### src/design/cps_pkg.sv
// package: register map, reset values and timing for the preset speed selector
package cps_pkg;
  // clock and timing
  localparam int unsigned CLK_FREQ_MHZ      = 125;
  localparam int unsigned RAMP_UNIT_US      = 1000;   // ramp times are counted in ms
  localparam int unsigned CYC_PER_RAMP_UNIT = RAMP_UNIT_US * CLK_FREQ_MHZ;
  localparam int unsigned SEL_LATENCY_US    = 2000;   // longest select reaction time
  localparam int unsigned SEL_LATENCY_CYC   = SEL_LATENCY_US * CLK_FREQ_MHZ;

  // register byte offsets
  localparam logic [7:0] OFS_CTRL   = 8'h00;
  localparam logic [7:0] OFS_SPD1   = 8'h04;
  localparam logic [7:0] OFS_SPD2   = 8'h08;
  localparam logic [7:0] OFS_SPD3   = 8'h0C;
  localparam logic [7:0] OFS_ACCEL  = 8'h10;
  localparam logic [7:0] OFS_DECEL  = 8'h14;
  localparam logic [7:0] OFS_MOTMAX = 8'h18;
  localparam logic [7:0] OFS_STATUS = 8'h1C;

  // control register fields
  localparam int CTRL_METHOD_LSB = 0;    // 4 bits
  localparam int CTRL_ALLOC_LSB  = 4;    // 4 bits
  localparam int CTRL_MAPDIR_BIT = 8;
  localparam int CTRL_MAPA_BIT   = 9;
  localparam int CTRL_MAPB_BIT   = 10;

  // status register fields
  localparam int STAT_REF_LSB    = 0;    // 16 bits signed
  localparam int STAT_SRC_LSB    = 16;   // 3 bits
  localparam int STAT_PRESET_BIT = 19;
  localparam int STAT_FWDLIM_BIT = 20;
  localparam int STAT_REVLIM_BIT = 21;
  localparam int STAT_PION_BIT   = 22;
  localparam int STAT_PBLOCK_BIT = 23;
  localparam int STAT_CONT_LSB   = 24;   // 3 bits: dir, a, b

  // parameter limits and reset values
  localparam logic [13:0] SPEED_MIN     = 14'h0001;
  localparam logic [13:0] SPEED_MAX     = 14'h2710;  // 10000
  localparam logic [13:0] SPD1_RST      = 14'h0064;  // 100
  localparam logic [13:0] SPD2_RST      = 14'h00C8;  // 200
  localparam logic [13:0] SPD3_RST      = 14'h012C;  // 300
  localparam logic [13:0] RAMP_RST      = 14'h0000;
  localparam logic [13:0] MOTMAX_RST    = 14'h0BB8;  // 3000
  localparam logic [3:0]  METHOD_RST    = 4'h0;
  localparam logic [3:0]  ALLOC_RST     = 4'h0;
  localparam logic [3:0]  METHOD_STOP   = 4'h3;
  localparam logic [3:0]  METHOD_ASPEED = 4'h4;
  localparam logic [3:0]  METHOD_PULSE  = 4'h5;
  localparam logic [3:0]  METHOD_ATORQ  = 4'h6;

  // reference source chosen for the motor
  typedef enum logic [2:0] {
    SRC_NORMAL, SRC_ZERO, SRC_PRESET, SRC_ASPEED, SRC_PULSE, SRC_ATORQ
  } cps_src_t;
endpackage : cps_pkg

### src/design/cps_sync.sv
// two-stage synchroniser for the contact pins
`timescale 1ns/1ps
`default_nettype none
module cps_sync #(
  parameter int WIDTH = 3
) (
  // clock and reset
  input  wire logic             sys_clk,
  input  wire logic             rstN,
  // pins and synchronised copy
  input  wire logic [WIDTH-1:0] pinIn,
  output logic      [WIDTH-1:0] syncOut
);
  typedef struct packed {
    logic [WIDTH-1:0] stage1;
    logic [WIDTH-1:0] stage2;
  } cps_sync_t;

  cps_sync_t cur_ff;
  cps_sync_t nxt_ff;

  // first stage feeds only the second
  always_comb begin
    nxt_ff        = cur_ff;
    nxt_ff.stage1 = pinIn;
    nxt_ff.stage2 = cur_ff.stage1;
  end

  // pins idle high, so reset to all ones
  always_ff @(posedge sys_clk or negedge rstN) begin
    if (!rstN) begin
      cur_ff <= '1;
    end else begin
      cur_ff <= nxt_ff;
    end
  end

  assign syncOut = cur_ff.stage2;
endmodule : cps_sync
`default_nettype wire

### src/design/cps_ramp.sv
// soft start ramp of the internal speed reference
`timescale 1ns/1ps
`default_nettype none
module cps_ramp
  import cps_pkg::*;
(
  // clock and reset
  input  wire logic               sys_clk,
  input  wire logic               rstN,
  // target and settings
  input  wire logic signed [15:0] target,
  input  wire logic        [13:0] accelTime,
  input  wire logic        [13:0] decelTime,
  input  wire logic        [13:0] maxSpeed,
  input  wire logic               rampEn,
  // ramped reference
  output logic signed      [15:0] speedRef
);
  typedef struct packed {
    logic signed [15:0] spd;
    logic        [31:0] acc;
  } cps_ramp_t;

  cps_ramp_t   cur_ff;
  cps_ramp_t   nxt_ff;
  logic        goUp;
  logic        accelPhase;
  logic [13:0] timeSel;
  logic [31:0] thr;
  logic [31:0] accSum;

  // speed rises per clock by maxSpeed/(time*cycles per ms), kept exact by an accumulator
  always_comb begin
    nxt_ff     = cur_ff;
    goUp       = target > cur_ff.spd;
    accelPhase = goUp ? (cur_ff.spd >= 0) : (cur_ff.spd <= 0);
    timeSel    = accelPhase ? accelTime : decelTime;
    thr        = 32'(timeSel) * 32'(CYC_PER_RAMP_UNIT);
    accSum     = cur_ff.acc + 32'(maxSpeed);
    if (target == cur_ff.spd) begin
      nxt_ff.acc = '0;
    end else if (!rampEn || timeSel == '0) begin
      nxt_ff.spd = target;
      nxt_ff.acc = '0;
    end else if (accSum >= thr) begin
      nxt_ff.acc = accSum - thr;
      nxt_ff.spd = goUp ? 16'(cur_ff.spd + 16'sd1) : 16'(cur_ff.spd - 16'sd1);
    end else begin
      nxt_ff.acc = accSum;
    end
  end

  // ramp state
  always_ff @(posedge sys_clk or negedge rstN) begin
    if (!rstN) begin
      cur_ff <= '0;
    end else begin
      cur_ff <= nxt_ff;
    end
  end

  assign speedRef = cur_ff.spd;
endmodule : cps_ramp
`default_nettype wire

### src/design/cps_top.sv
// preset speed selector: contact decode, mode select, ramp and APB registers
// Behaviour
// - selection active only for methods 3 to 6
// - decode select pair into speed one, two, three
// - both off: method picks zero, analog, pulse, torque
// - direction input off forward, on reverse
// - contacts active low, logic zero means on
// - three speeds 1..10000 rpm, reset 100/200/300
// - clamp preset speed to motor maximum
// - acceleration time ramps standstill to maximum
// - deceleration time ramps maximum to standstill
// - zero times mean no ramping
// - unused selection: selects are torque limits
// - unused selection: direction input does PI switching
// - selection needs all three inputs allocated
// - allocation setting zero maps inputs automatically
// - position alternative accepts pulse references only
// - ramp only with method 5 presets
// - block pulses after preset until positioning completed
// - react to select change within 2 ms
//
// Added by the designer: the APB interface to the registers and the address map.
`timescale 1ns/1ps
`default_nettype none
module cps_top
  import cps_pkg::*;
(
  // clock and reset
  input  wire logic               sys_clk,
  input  wire logic               resetn,
  // apb slave
  input  wire logic               psel,
  input  wire logic               penable,
  input  wire logic               pwrite,
  input  wire logic [7:0]         paddr,
  input  wire logic [31:0]        pwdata,
  output logic      [31:0]        prdata,
  output logic                    pready,
  output logic                    pslverr,
  // contact pins, low means on
  input  wire logic               directionOrPiInputN,
  input  wire logic               fwdLimitOrSelectAInputN,
  input  wire logic               revLimitOrSelectBInputN,
  // position loop
  input  wire logic               positioningCompleted,
  // motor reference outputs
  output logic signed [15:0]      speedRef,
  output cps_pkg::cps_src_t       refSource,
  output logic                    presetActive,
  output logic                    fwdTorqueLimitOn,
  output logic                    revTorqueLimitOn,
  output logic                    piControlOn,
  output logic                    pulseRefEnable
);
  import cps_pkg::*;

  typedef struct packed {
    logic [3:0]         method;
    logic [3:0]         alloc;
    logic               mapDir;
    logic               mapA;
    logic               mapB;
    logic [13:0]        spd1;
    logic [13:0]        spd2;
    logic [13:0]        spd3;
    logic [13:0]        accel;
    logic [13:0]        decel;
    logic [13:0]        motMax;
    logic [31:0]        rdata;
    logic               slvErr;
    cps_src_t           src;
    logic signed [15:0] target;
    logic               presetOn;
    logic               fwdLim;
    logic               revLim;
    logic               piOn;
    logic               pulseBlock;
    logic               rampEn;
  } cps_state_t;

  // methods in which contacts may select presets
  function automatic logic isPresetMethod(input logic [3:0] m);
    isPresetMethod = (m >= METHOD_STOP) && (m <= METHOD_ATORQ);
  endfunction : isPresetMethod

  // keep a written speed inside 1..10000 or 0..10000
  function automatic logic [13:0] fitSetting(input logic [31:0] v, input logic [13:0] lo);
    if (v > 32'(SPEED_MAX)) begin
      fitSetting = SPEED_MAX;
    end else if (v < 32'(lo)) begin
      fitSetting = lo;
    end else begin
      fitSetting = v[13:0];
    end
  endfunction : fitSetting

  logic [1:0]          rstSync_ff;
  logic                rstN;
  logic [2:0]          pinSync;
  logic                dirOn;
  logic                selAOn;
  logic                selBOn;
  logic                allocated;
  logic                presetNow;
  logic [13:0]         selSpeed;
  logic [13:0]         limSpeed;
  logic                setupRd;
  logic                accessWr;
  logic                addrOk;
  logic [31:0]         statusWord;
  logic signed [15:0]  rampRef;
  cps_src_t            srcNow;
  cps_state_t          cur_ff;
  cps_state_t          nxt_ff;

  // reset release through two flops
  always_ff @(posedge sys_clk or negedge resetn) begin
    if (!resetn) begin
      rstSync_ff <= 2'h0;
    end else begin
      rstSync_ff <= {rstSync_ff[0], 1'b1};
    end
  end
  assign rstN = rstSync_ff[1];

  // contact pins into the clock domain
  cps_sync #(
    .WIDTH (3)
  ) u_sync (
    .sys_clk (sys_clk),
    .rstN    (rstN),
    .pinIn   ({directionOrPiInputN, fwdLimitOrSelectAInputN, revLimitOrSelectBInputN}),
    .syncOut (pinSync)
  );

  // low level on a line means contact on
  assign dirOn  = ~pinSync[2];
  assign selAOn = ~pinSync[1];
  assign selBOn = ~pinSync[0];

  // automatic or explicit allocation of the three functions
  always_comb begin
    if (cur_ff.alloc == ALLOC_RST) begin
      allocated = isPresetMethod(cur_ff.method);
    end else begin
      allocated = cur_ff.mapDir && cur_ff.mapA && cur_ff.mapB;
    end
  end
  assign presetNow = isPresetMethod(cur_ff.method) && allocated;

  // select pair decode and clamp to the motor maximum
  always_comb begin
    selSpeed = '0;
    srcNow   = SRC_NORMAL;
    if (presetNow) begin
      if (selAOn || selBOn) begin
        srcNow = SRC_PRESET;
        if (!selAOn) begin
          selSpeed = cur_ff.spd1;
        end else if (selBOn) begin
          selSpeed = cur_ff.spd2;
        end else begin
          selSpeed = cur_ff.spd3;
        end
      end else begin
        case (cur_ff.method)
          METHOD_STOP:   srcNow = SRC_ZERO;
          METHOD_ASPEED: srcNow = SRC_ASPEED;
          METHOD_PULSE:  srcNow = SRC_PULSE;
          default:       srcNow = SRC_ATORQ;
        endcase
      end
    end
  end
  assign limSpeed = (selSpeed > cur_ff.motMax) ? cur_ff.motMax : selSpeed;

  // status word seen by software
  always_comb begin
    statusWord                                  = '0;
    statusWord[STAT_REF_LSB +: 16]              = speedRef;
    statusWord[STAT_SRC_LSB +: 3]               = cur_ff.src;
    statusWord[STAT_PRESET_BIT]                 = cur_ff.presetOn;
    statusWord[STAT_FWDLIM_BIT]                 = cur_ff.fwdLim;
    statusWord[STAT_REVLIM_BIT]                 = cur_ff.revLim;
    statusWord[STAT_PION_BIT]                   = cur_ff.piOn;
    statusWord[STAT_PBLOCK_BIT]                 = cur_ff.pulseBlock;
    statusWord[STAT_CONT_LSB +: 3]              = {dirOn, selAOn, selBOn};
  end

  // apb phase decode
  assign setupRd  = psel && !penable && !pwrite;
  assign accessWr = psel && penable && pwrite;
  assign addrOk   = (paddr[1:0] == 2'h0) && (paddr <= OFS_STATUS);

  // next state: registers, selection and pulse gate
  always_comb begin
    nxt_ff = cur_ff;
    // register writes take effect at the access edge
    if (accessWr) begin
      if (paddr == OFS_CTRL) begin
        nxt_ff.method = pwdata[CTRL_METHOD_LSB +: 4];
        nxt_ff.alloc  = pwdata[CTRL_ALLOC_LSB +: 4];
        nxt_ff.mapDir = pwdata[CTRL_MAPDIR_BIT];
        nxt_ff.mapA   = pwdata[CTRL_MAPA_BIT];
        nxt_ff.mapB   = pwdata[CTRL_MAPB_BIT];
      end else if (paddr == OFS_SPD1) begin
        nxt_ff.spd1 = fitSetting(pwdata, SPEED_MIN);
      end else if (paddr == OFS_SPD2) begin
        nxt_ff.spd2 = fitSetting(pwdata, SPEED_MIN);
      end else if (paddr == OFS_SPD3) begin
        nxt_ff.spd3 = fitSetting(pwdata, SPEED_MIN);
      end else if (paddr == OFS_ACCEL) begin
        nxt_ff.accel = fitSetting(pwdata, RAMP_RST);
      end else if (paddr == OFS_DECEL) begin
        nxt_ff.decel = fitSetting(pwdata, RAMP_RST);
      end else if (paddr == OFS_MOTMAX) begin
        nxt_ff.motMax = fitSetting(pwdata, SPEED_MIN);
      end
    end
    // read data captured in the setup cycle
    if (setupRd) begin
      if (paddr == OFS_CTRL) begin
        nxt_ff.rdata = {21'h0, cur_ff.mapB, cur_ff.mapA, cur_ff.mapDir,
                        cur_ff.alloc, cur_ff.method};
      end else if (paddr == OFS_SPD1) begin
        nxt_ff.rdata = {18'h0, cur_ff.spd1};
      end else if (paddr == OFS_SPD2) begin
        nxt_ff.rdata = {18'h0, cur_ff.spd2};
      end else if (paddr == OFS_SPD3) begin
        nxt_ff.rdata = {18'h0, cur_ff.spd3};
      end else if (paddr == OFS_ACCEL) begin
        nxt_ff.rdata = {18'h0, cur_ff.accel};
      end else if (paddr == OFS_DECEL) begin
        nxt_ff.rdata = {18'h0, cur_ff.decel};
      end else if (paddr == OFS_MOTMAX) begin
        nxt_ff.rdata = {18'h0, cur_ff.motMax};
      end else if (paddr == OFS_STATUS) begin
        nxt_ff.rdata = statusWord;
      end else begin
        nxt_ff.rdata = '0;
      end
    end
    if (psel && !penable) begin
      nxt_ff.slvErr = !addrOk;
    end
    // selection outcome, evaluated every clock
    nxt_ff.src      = srcNow;
    nxt_ff.presetOn = presetNow;
    if (srcNow == SRC_PRESET) begin
      nxt_ff.target = dirOn ? -$signed({2'b00, limSpeed})
                            : $signed({2'b00, limSpeed});
    end else begin
      nxt_ff.target = '0;
    end
    nxt_ff.rampEn = presetNow && (cur_ff.method == METHOD_PULSE)
                    && (srcNow == SRC_PRESET);
    // alternative duties when presets are not in use
    nxt_ff.fwdLim = !presetNow && selAOn;
    nxt_ff.revLim = !presetNow && selBOn;
    nxt_ff.piOn   = !presetNow && dirOn;
    // leaving a running preset for pulses waits for positioning completed
    if (srcNow != SRC_PULSE) begin
      nxt_ff.pulseBlock = 1'b0;
    end else if (cur_ff.src == SRC_PRESET && speedRef != 16'sh0000) begin
      nxt_ff.pulseBlock = 1'b1;
    end else if (positioningCompleted) begin
      nxt_ff.pulseBlock = 1'b0;
    end
  end

  // single state register
  always_ff @(posedge sys_clk or negedge rstN) begin
    if (!rstN) begin
      cur_ff            <= '0;
      cur_ff.method     <= METHOD_RST;
      cur_ff.alloc      <= ALLOC_RST;
      cur_ff.spd1       <= SPD1_RST;
      cur_ff.spd2       <= SPD2_RST;
      cur_ff.spd3       <= SPD3_RST;
      cur_ff.accel      <= RAMP_RST;
      cur_ff.decel      <= RAMP_RST;
      cur_ff.motMax     <= MOTMAX_RST;
      cur_ff.src        <= SRC_NORMAL;
    end else begin
      cur_ff <= nxt_ff;
    end
  end

  // soft start ramp of the preset reference
  cps_ramp u_ramp (
    .sys_clk   (sys_clk),
    .rstN      (rstN),
    .target    (cur_ff.target),
    .accelTime (cur_ff.accel),
    .decelTime (cur_ff.decel),
    .maxSpeed  (cur_ff.motMax),
    .rampEn    (cur_ff.rampEn),
    .speedRef  (rampRef)
  );

  // outputs
  assign speedRef         = rampRef;
  assign refSource        = cur_ff.src;
  assign presetActive     = cur_ff.presetOn;
  assign fwdTorqueLimitOn = cur_ff.fwdLim;
  assign revTorqueLimitOn = cur_ff.revLim;
  assign piControlOn      = cur_ff.piOn;
  assign pulseRefEnable   = (cur_ff.src == SRC_PULSE) && !cur_ff.pulseBlock;
  assign prdata           = cur_ff.rdata;
  assign pready           = 1'b1;  // zero wait states
  assign pslverr          = psel && penable && cur_ff.slvErr;
endmodule : cps_top
`default_nettype wire

### config.mk
export PLATFORM = sky130hd
export DESIGN_NAME = cps_top
export DESIGN_NICKNAME = d
export VERILOG_FILES = /design/src/design/cps_pkg.sv /design/src/design/cps_sync.sv /design/src/design/cps_ramp.sv /design/src/design/cps_top.sv
export SDC_FILE = /design/constraint.sdc
export NUM_CORES = 1
export LEC_CHECK = 0
export CORE_ASPECT_RATIO = 1.25
export CORE_MARGIN = 1
export CORE_UTILIZATION = 45
export DETAILED_ROUTE_END_ITERATION = 10
export DONT_BUFFER_PORTS = 1
export SYNTH_ARGS = -nofsm -noshare
export SYNTH_HDL_FRONTEND = slang
export SYNTH_HIERARCHICAL = 1
export SYNTH_SLANG_ARGS = --single-unit
export TNS_END_PERCENT = 1
### constraint.sdc
create_clock -name sys_clk -period 18.5 [get_ports sys_clk]
set_input_delay 2.775 -clock sys_clk [delete_from_list [all_inputs] [get_ports sys_clk]]
set_output_delay 2.775 -clock sys_clk [all_outputs]
set_load 0.02 [all_outputs]
==> run_results.csv <==
group,metric,value,unit
clocking,cts.sinks,204,
global_routing,grt.busiest_layer,"met2",
layout,diodes,0,
global_routing,met1_usage,30.1,%
logic_synthesis,syn_avg_cell_area,8.99,sq um
logic_synthesis,synth.largest_area_cell,"dfrtp_1",
run,maxCapViolations,0,
logic_synthesis,synth_area_leaders,"dfrtp_1 (26%), ha_1 (14%), fa_1 (5.2%)",
worst_setup_path,critical_path_class,"register to register",
route,via_per_inst,5.83,
timing,period_needed,12.09,ns
power_and_ir_drop,ir_worst_vdd,0.0000889,V
global_routing,grt.total_usage,24.6,%
run_status,outcome,"finished clean",
global_routing,grt_pass1_vias,13700,
layout,area_growth,4.87,%
logic_synthesis,yosysSeqAreaShare,29.5,%
placement,portBuffers,0,
clocking,cts_tree,"done",
clocking,numCtsBuffers,24,
worst_setup_path,max_stage_delay,0.73,ns
logic_synthesis,syn-cell-area,17400,sq um
layout,n_fill_cell,3605,
global_routing,antenna_found_initial,0,
timing,hold_viol_final,0,
die,row_count,80,
timing,grt_setup_unrepaired,"false",
global_routing,grtUsageMet3,2.42,%
route,first_iter_violations,900,
worst_setup_path,slowest_stage,"nor2_2",
global_routing,grt_max_degree,75,
worst_hold_path,hold_class,"register to register",
logic_synthesis,yosys_warnings,6,
timing,setup_tns,0,ns
worst_setup_path,crit_arrival,12.50,ns
worst_setup_path,startpoint_type,"register",
worst_setup_path,cp_top_family,"adder cells",
route,ant_nets,0,
route,vias,13800,
worst_setup_path,crit_path_start,"u_ramp/speedRef[15]$_DFFE_PN0P_",
route,drc,0,
clocking,htreeDepth,1,
worst_setup_path,crit_top_cell,"ha_1",
worst_setup_path,cp.required,18.91,ns
die,die-area,39500,sq um
logic_synthesis,ys_seq_elements,204,
die,initial_core_util,45.7,%
placement,place_congestion,0.939,
clocking,cts_resized,0,
timing,skew,0.0134,ns
die,core-area,38100,sq um
global_routing,use_met2,44.3,%
layout,layout-drive-gt1-share,7.83,%
logic_synthesis,yosysMostFrequentCell,"nand2_1",
logic_synthesis,synthDistinctLibCells,91,
timing,tightest_slew,1.07,ns
power_and_ir_drop,powerDensity,90.3,nW/um^2
die,pin_count,107,
route,first_pass_iters,6,
worst_setup_path,end_kind,"register",
clocking,post_cts_buffers,0,
global_routing,grt_pass1_wl,76.1,mm
worst_setup_path,ff2ff_path_depth,37,
worst_setup_path,r2r-start,"u_ramp/speedRef[15]$_DFFE_PN0P_",
worst_hold_path,holdPathEnd,"rstSync_ff[1]$_DFF_PN0_",
logic_synthesis,synthFlopType,"dfrtp_1",
die,die_width,178,microns
logic_synthesis,synth_top_area_share,26.0,%
logic_synthesis,syn_inst,1938,
clocking,cts_hold_buf,0,
placement,dpl.hpwl,37.3,mm
timing,timing.final.crit_share,65.3,%
worst_hold_path,hold_start,"rstSync_ff[0]$_DFF_PN0_",
clocking,clkTransAtPathRegs,0.06,ns
clocking,root_buffer,"clkbuf_16",
timing,finalMaxSlewViolations,0,
route,wire_per_inst,20.4,microns
logic_synthesis,async_flop_share,100,%
timing,fmax,82.7,MHz
timing,whs,0.348,ns
worst_setup_path,worst-path-buf-inv,5,
worst_setup_path,worst_r2r_endpoint,"u_ramp/speedRef[11]$_DFFE_PN0P_",
worst_setup_path,cp_max_fo,18,
route,drt_wl_total,48.4,mm
layout,fin_nets,2145,
timing,setup_viol,0,
clocking,clk-insertion-delay-late,0.53,ns
timing,slew_headroom,28.4,%
worst_setup_path,r2r_slack,6.41,ns
power_and_ir_drop,p_leak,8.74,nW
worst_hold_path,hold_depth,0,
global_routing,grt.overflow.total,0,
die,die_h,222,microns
logic_synthesis,synth_edf_count,0,
clocking,clock_path_buffers,3,
logic_synthesis,synth_common_cells,"nand2_1 (226), ha_1 (192), dfrtp_1 (181)",
==> worst max path at each step <==
stage	slack [ns]	depth (start not counted)	end
after global routing	5.53	38	u_ramp/speedRef[2]$_DFFE_PN0P_
after global placement	6.66	38	u_ramp/speedRef[12]$_DFFE_PN0P_
after detailed placement	6.45	38	u_ramp/speedRef[2]$_DFFE_PN0P_
after CTS	6.38	38	u_ramp/speedRef[2]$_DFFE_PN0P_
final	6.41	37	u_ramp/speedRef[11]$_DFFE_PN0P_
after floorplan	7.92	40	u_ramp/speedRef[10]$_DFFE_PN0P_
==> cell usage in the layout, fill, tap and decap left out, types with 23 or more instances in the layout <==
master and n:
a31oi_1 33, a21oi_1 90, inv_1 139, dfstp_2 23, ha_1 192, nor3_1 35
nand2_1 226, clkbuf_16 25, mux2i_1 68, nand3_1 34, mux2_2 31, xor2_1 38
nor2_1 117, o21ai_0 148, fa_1 45, a21o_1 33, xnor2_1 63, dfrtp_1 180
==> flip-flops by register name, summed over array words and instances, names as in the netlist <==
| name | flops |
|---|---|
| u_ramp/speedRef | 16 |
| fwdTorqueLimitOn | 1 |
| piControlOn | 1 |
| rstSync_ff | 2 |
| presetActive | 1 |
| u_sync/syncOut | 3 |
| cur_ff | 114 |
| u_ramp/cur_ff | 32 |
| refSource | 3 |
| prdata | 27 |
| revTorqueLimitOn | 1 |
| u_sync/cur_ff | 3 |
==> final cells by class <==
cell class                      instances  area [sq um]  area share [%]
Multi-Input combinational cell       1477         11000            60.3
Sequential cell                       204          5140            28.1
Clock buffer                           36           727            3.98
Tap cell                              492           616            3.37
Inverter                              140           526            2.88
Clock inverter                          8           154           0.842
Timing Repair Buffer                   12          90.1           0.493
==> power breakdown <==
part	total [W]	switching [W]	internal, W	leakage, nW
sequential	0.000515	0.0000545	0.000460	2.73
clock	0.000526	0.000197	0.000329	0.433
combinational	0.000609	0.000374	0.000235	5.58
total	0.00165	0.000626	0.00102	8.74
==> metrics by stage <==
step           power [W]  util, %  area, sq um  setup slack (ns)  cells
4_1_cts          0.00165     47.9        18300              6.38   2369
3_3_place_gp     0.00111     45.6        17400              6.66   2325
6_report         0.00165     47.9        18300              6.41   2369
3_5_place_dp     0.00112     45.6        17400              6.45   2325
5_1_grt          0.00174     47.9        18300              5.53   2369
2_1_floorplan   0.000995        -        17400              7.92   1943
==> layer usage <==
| layer | share of wire [%] | vias to the layer above | routed length [microns] |
|---|---|---|---|
| met5 | 0 | - | 0 |
| met2 | 51 | 355 | 24600 |
| li1 | - | 6651 | - |
| met4 | 3.3 | 0 | 1620 |
| met1 | 42 | 6719 | 20200 |
| met3 | 4.0 | 83 | 1960 |
==> kinds of logic (layout without fill, tap and decap cells) <==
| logic type | count (synthesis) | after routing | share of synthesized area, % |
|---|---|---|---|
| adders and majority gates | 237 | 237 | 19.0 |
| other | 2 | 7 | 0.0431 |
| xor gates and xnor gates | 101 | 101 | 5.08 |
| buffers and inverters | 262 | 196 | 7.42 |
| muxes | 102 | 102 | 6.15 |
| DFF | 204 | 204 | 29.5 |
| and+or+nand+nor | 557 | 557 | 15.2 |
| AOI/OAI and AO/OA | 473 | 473 | 17.7 |
Note: power is estimated with default switching activity, not from simulation.
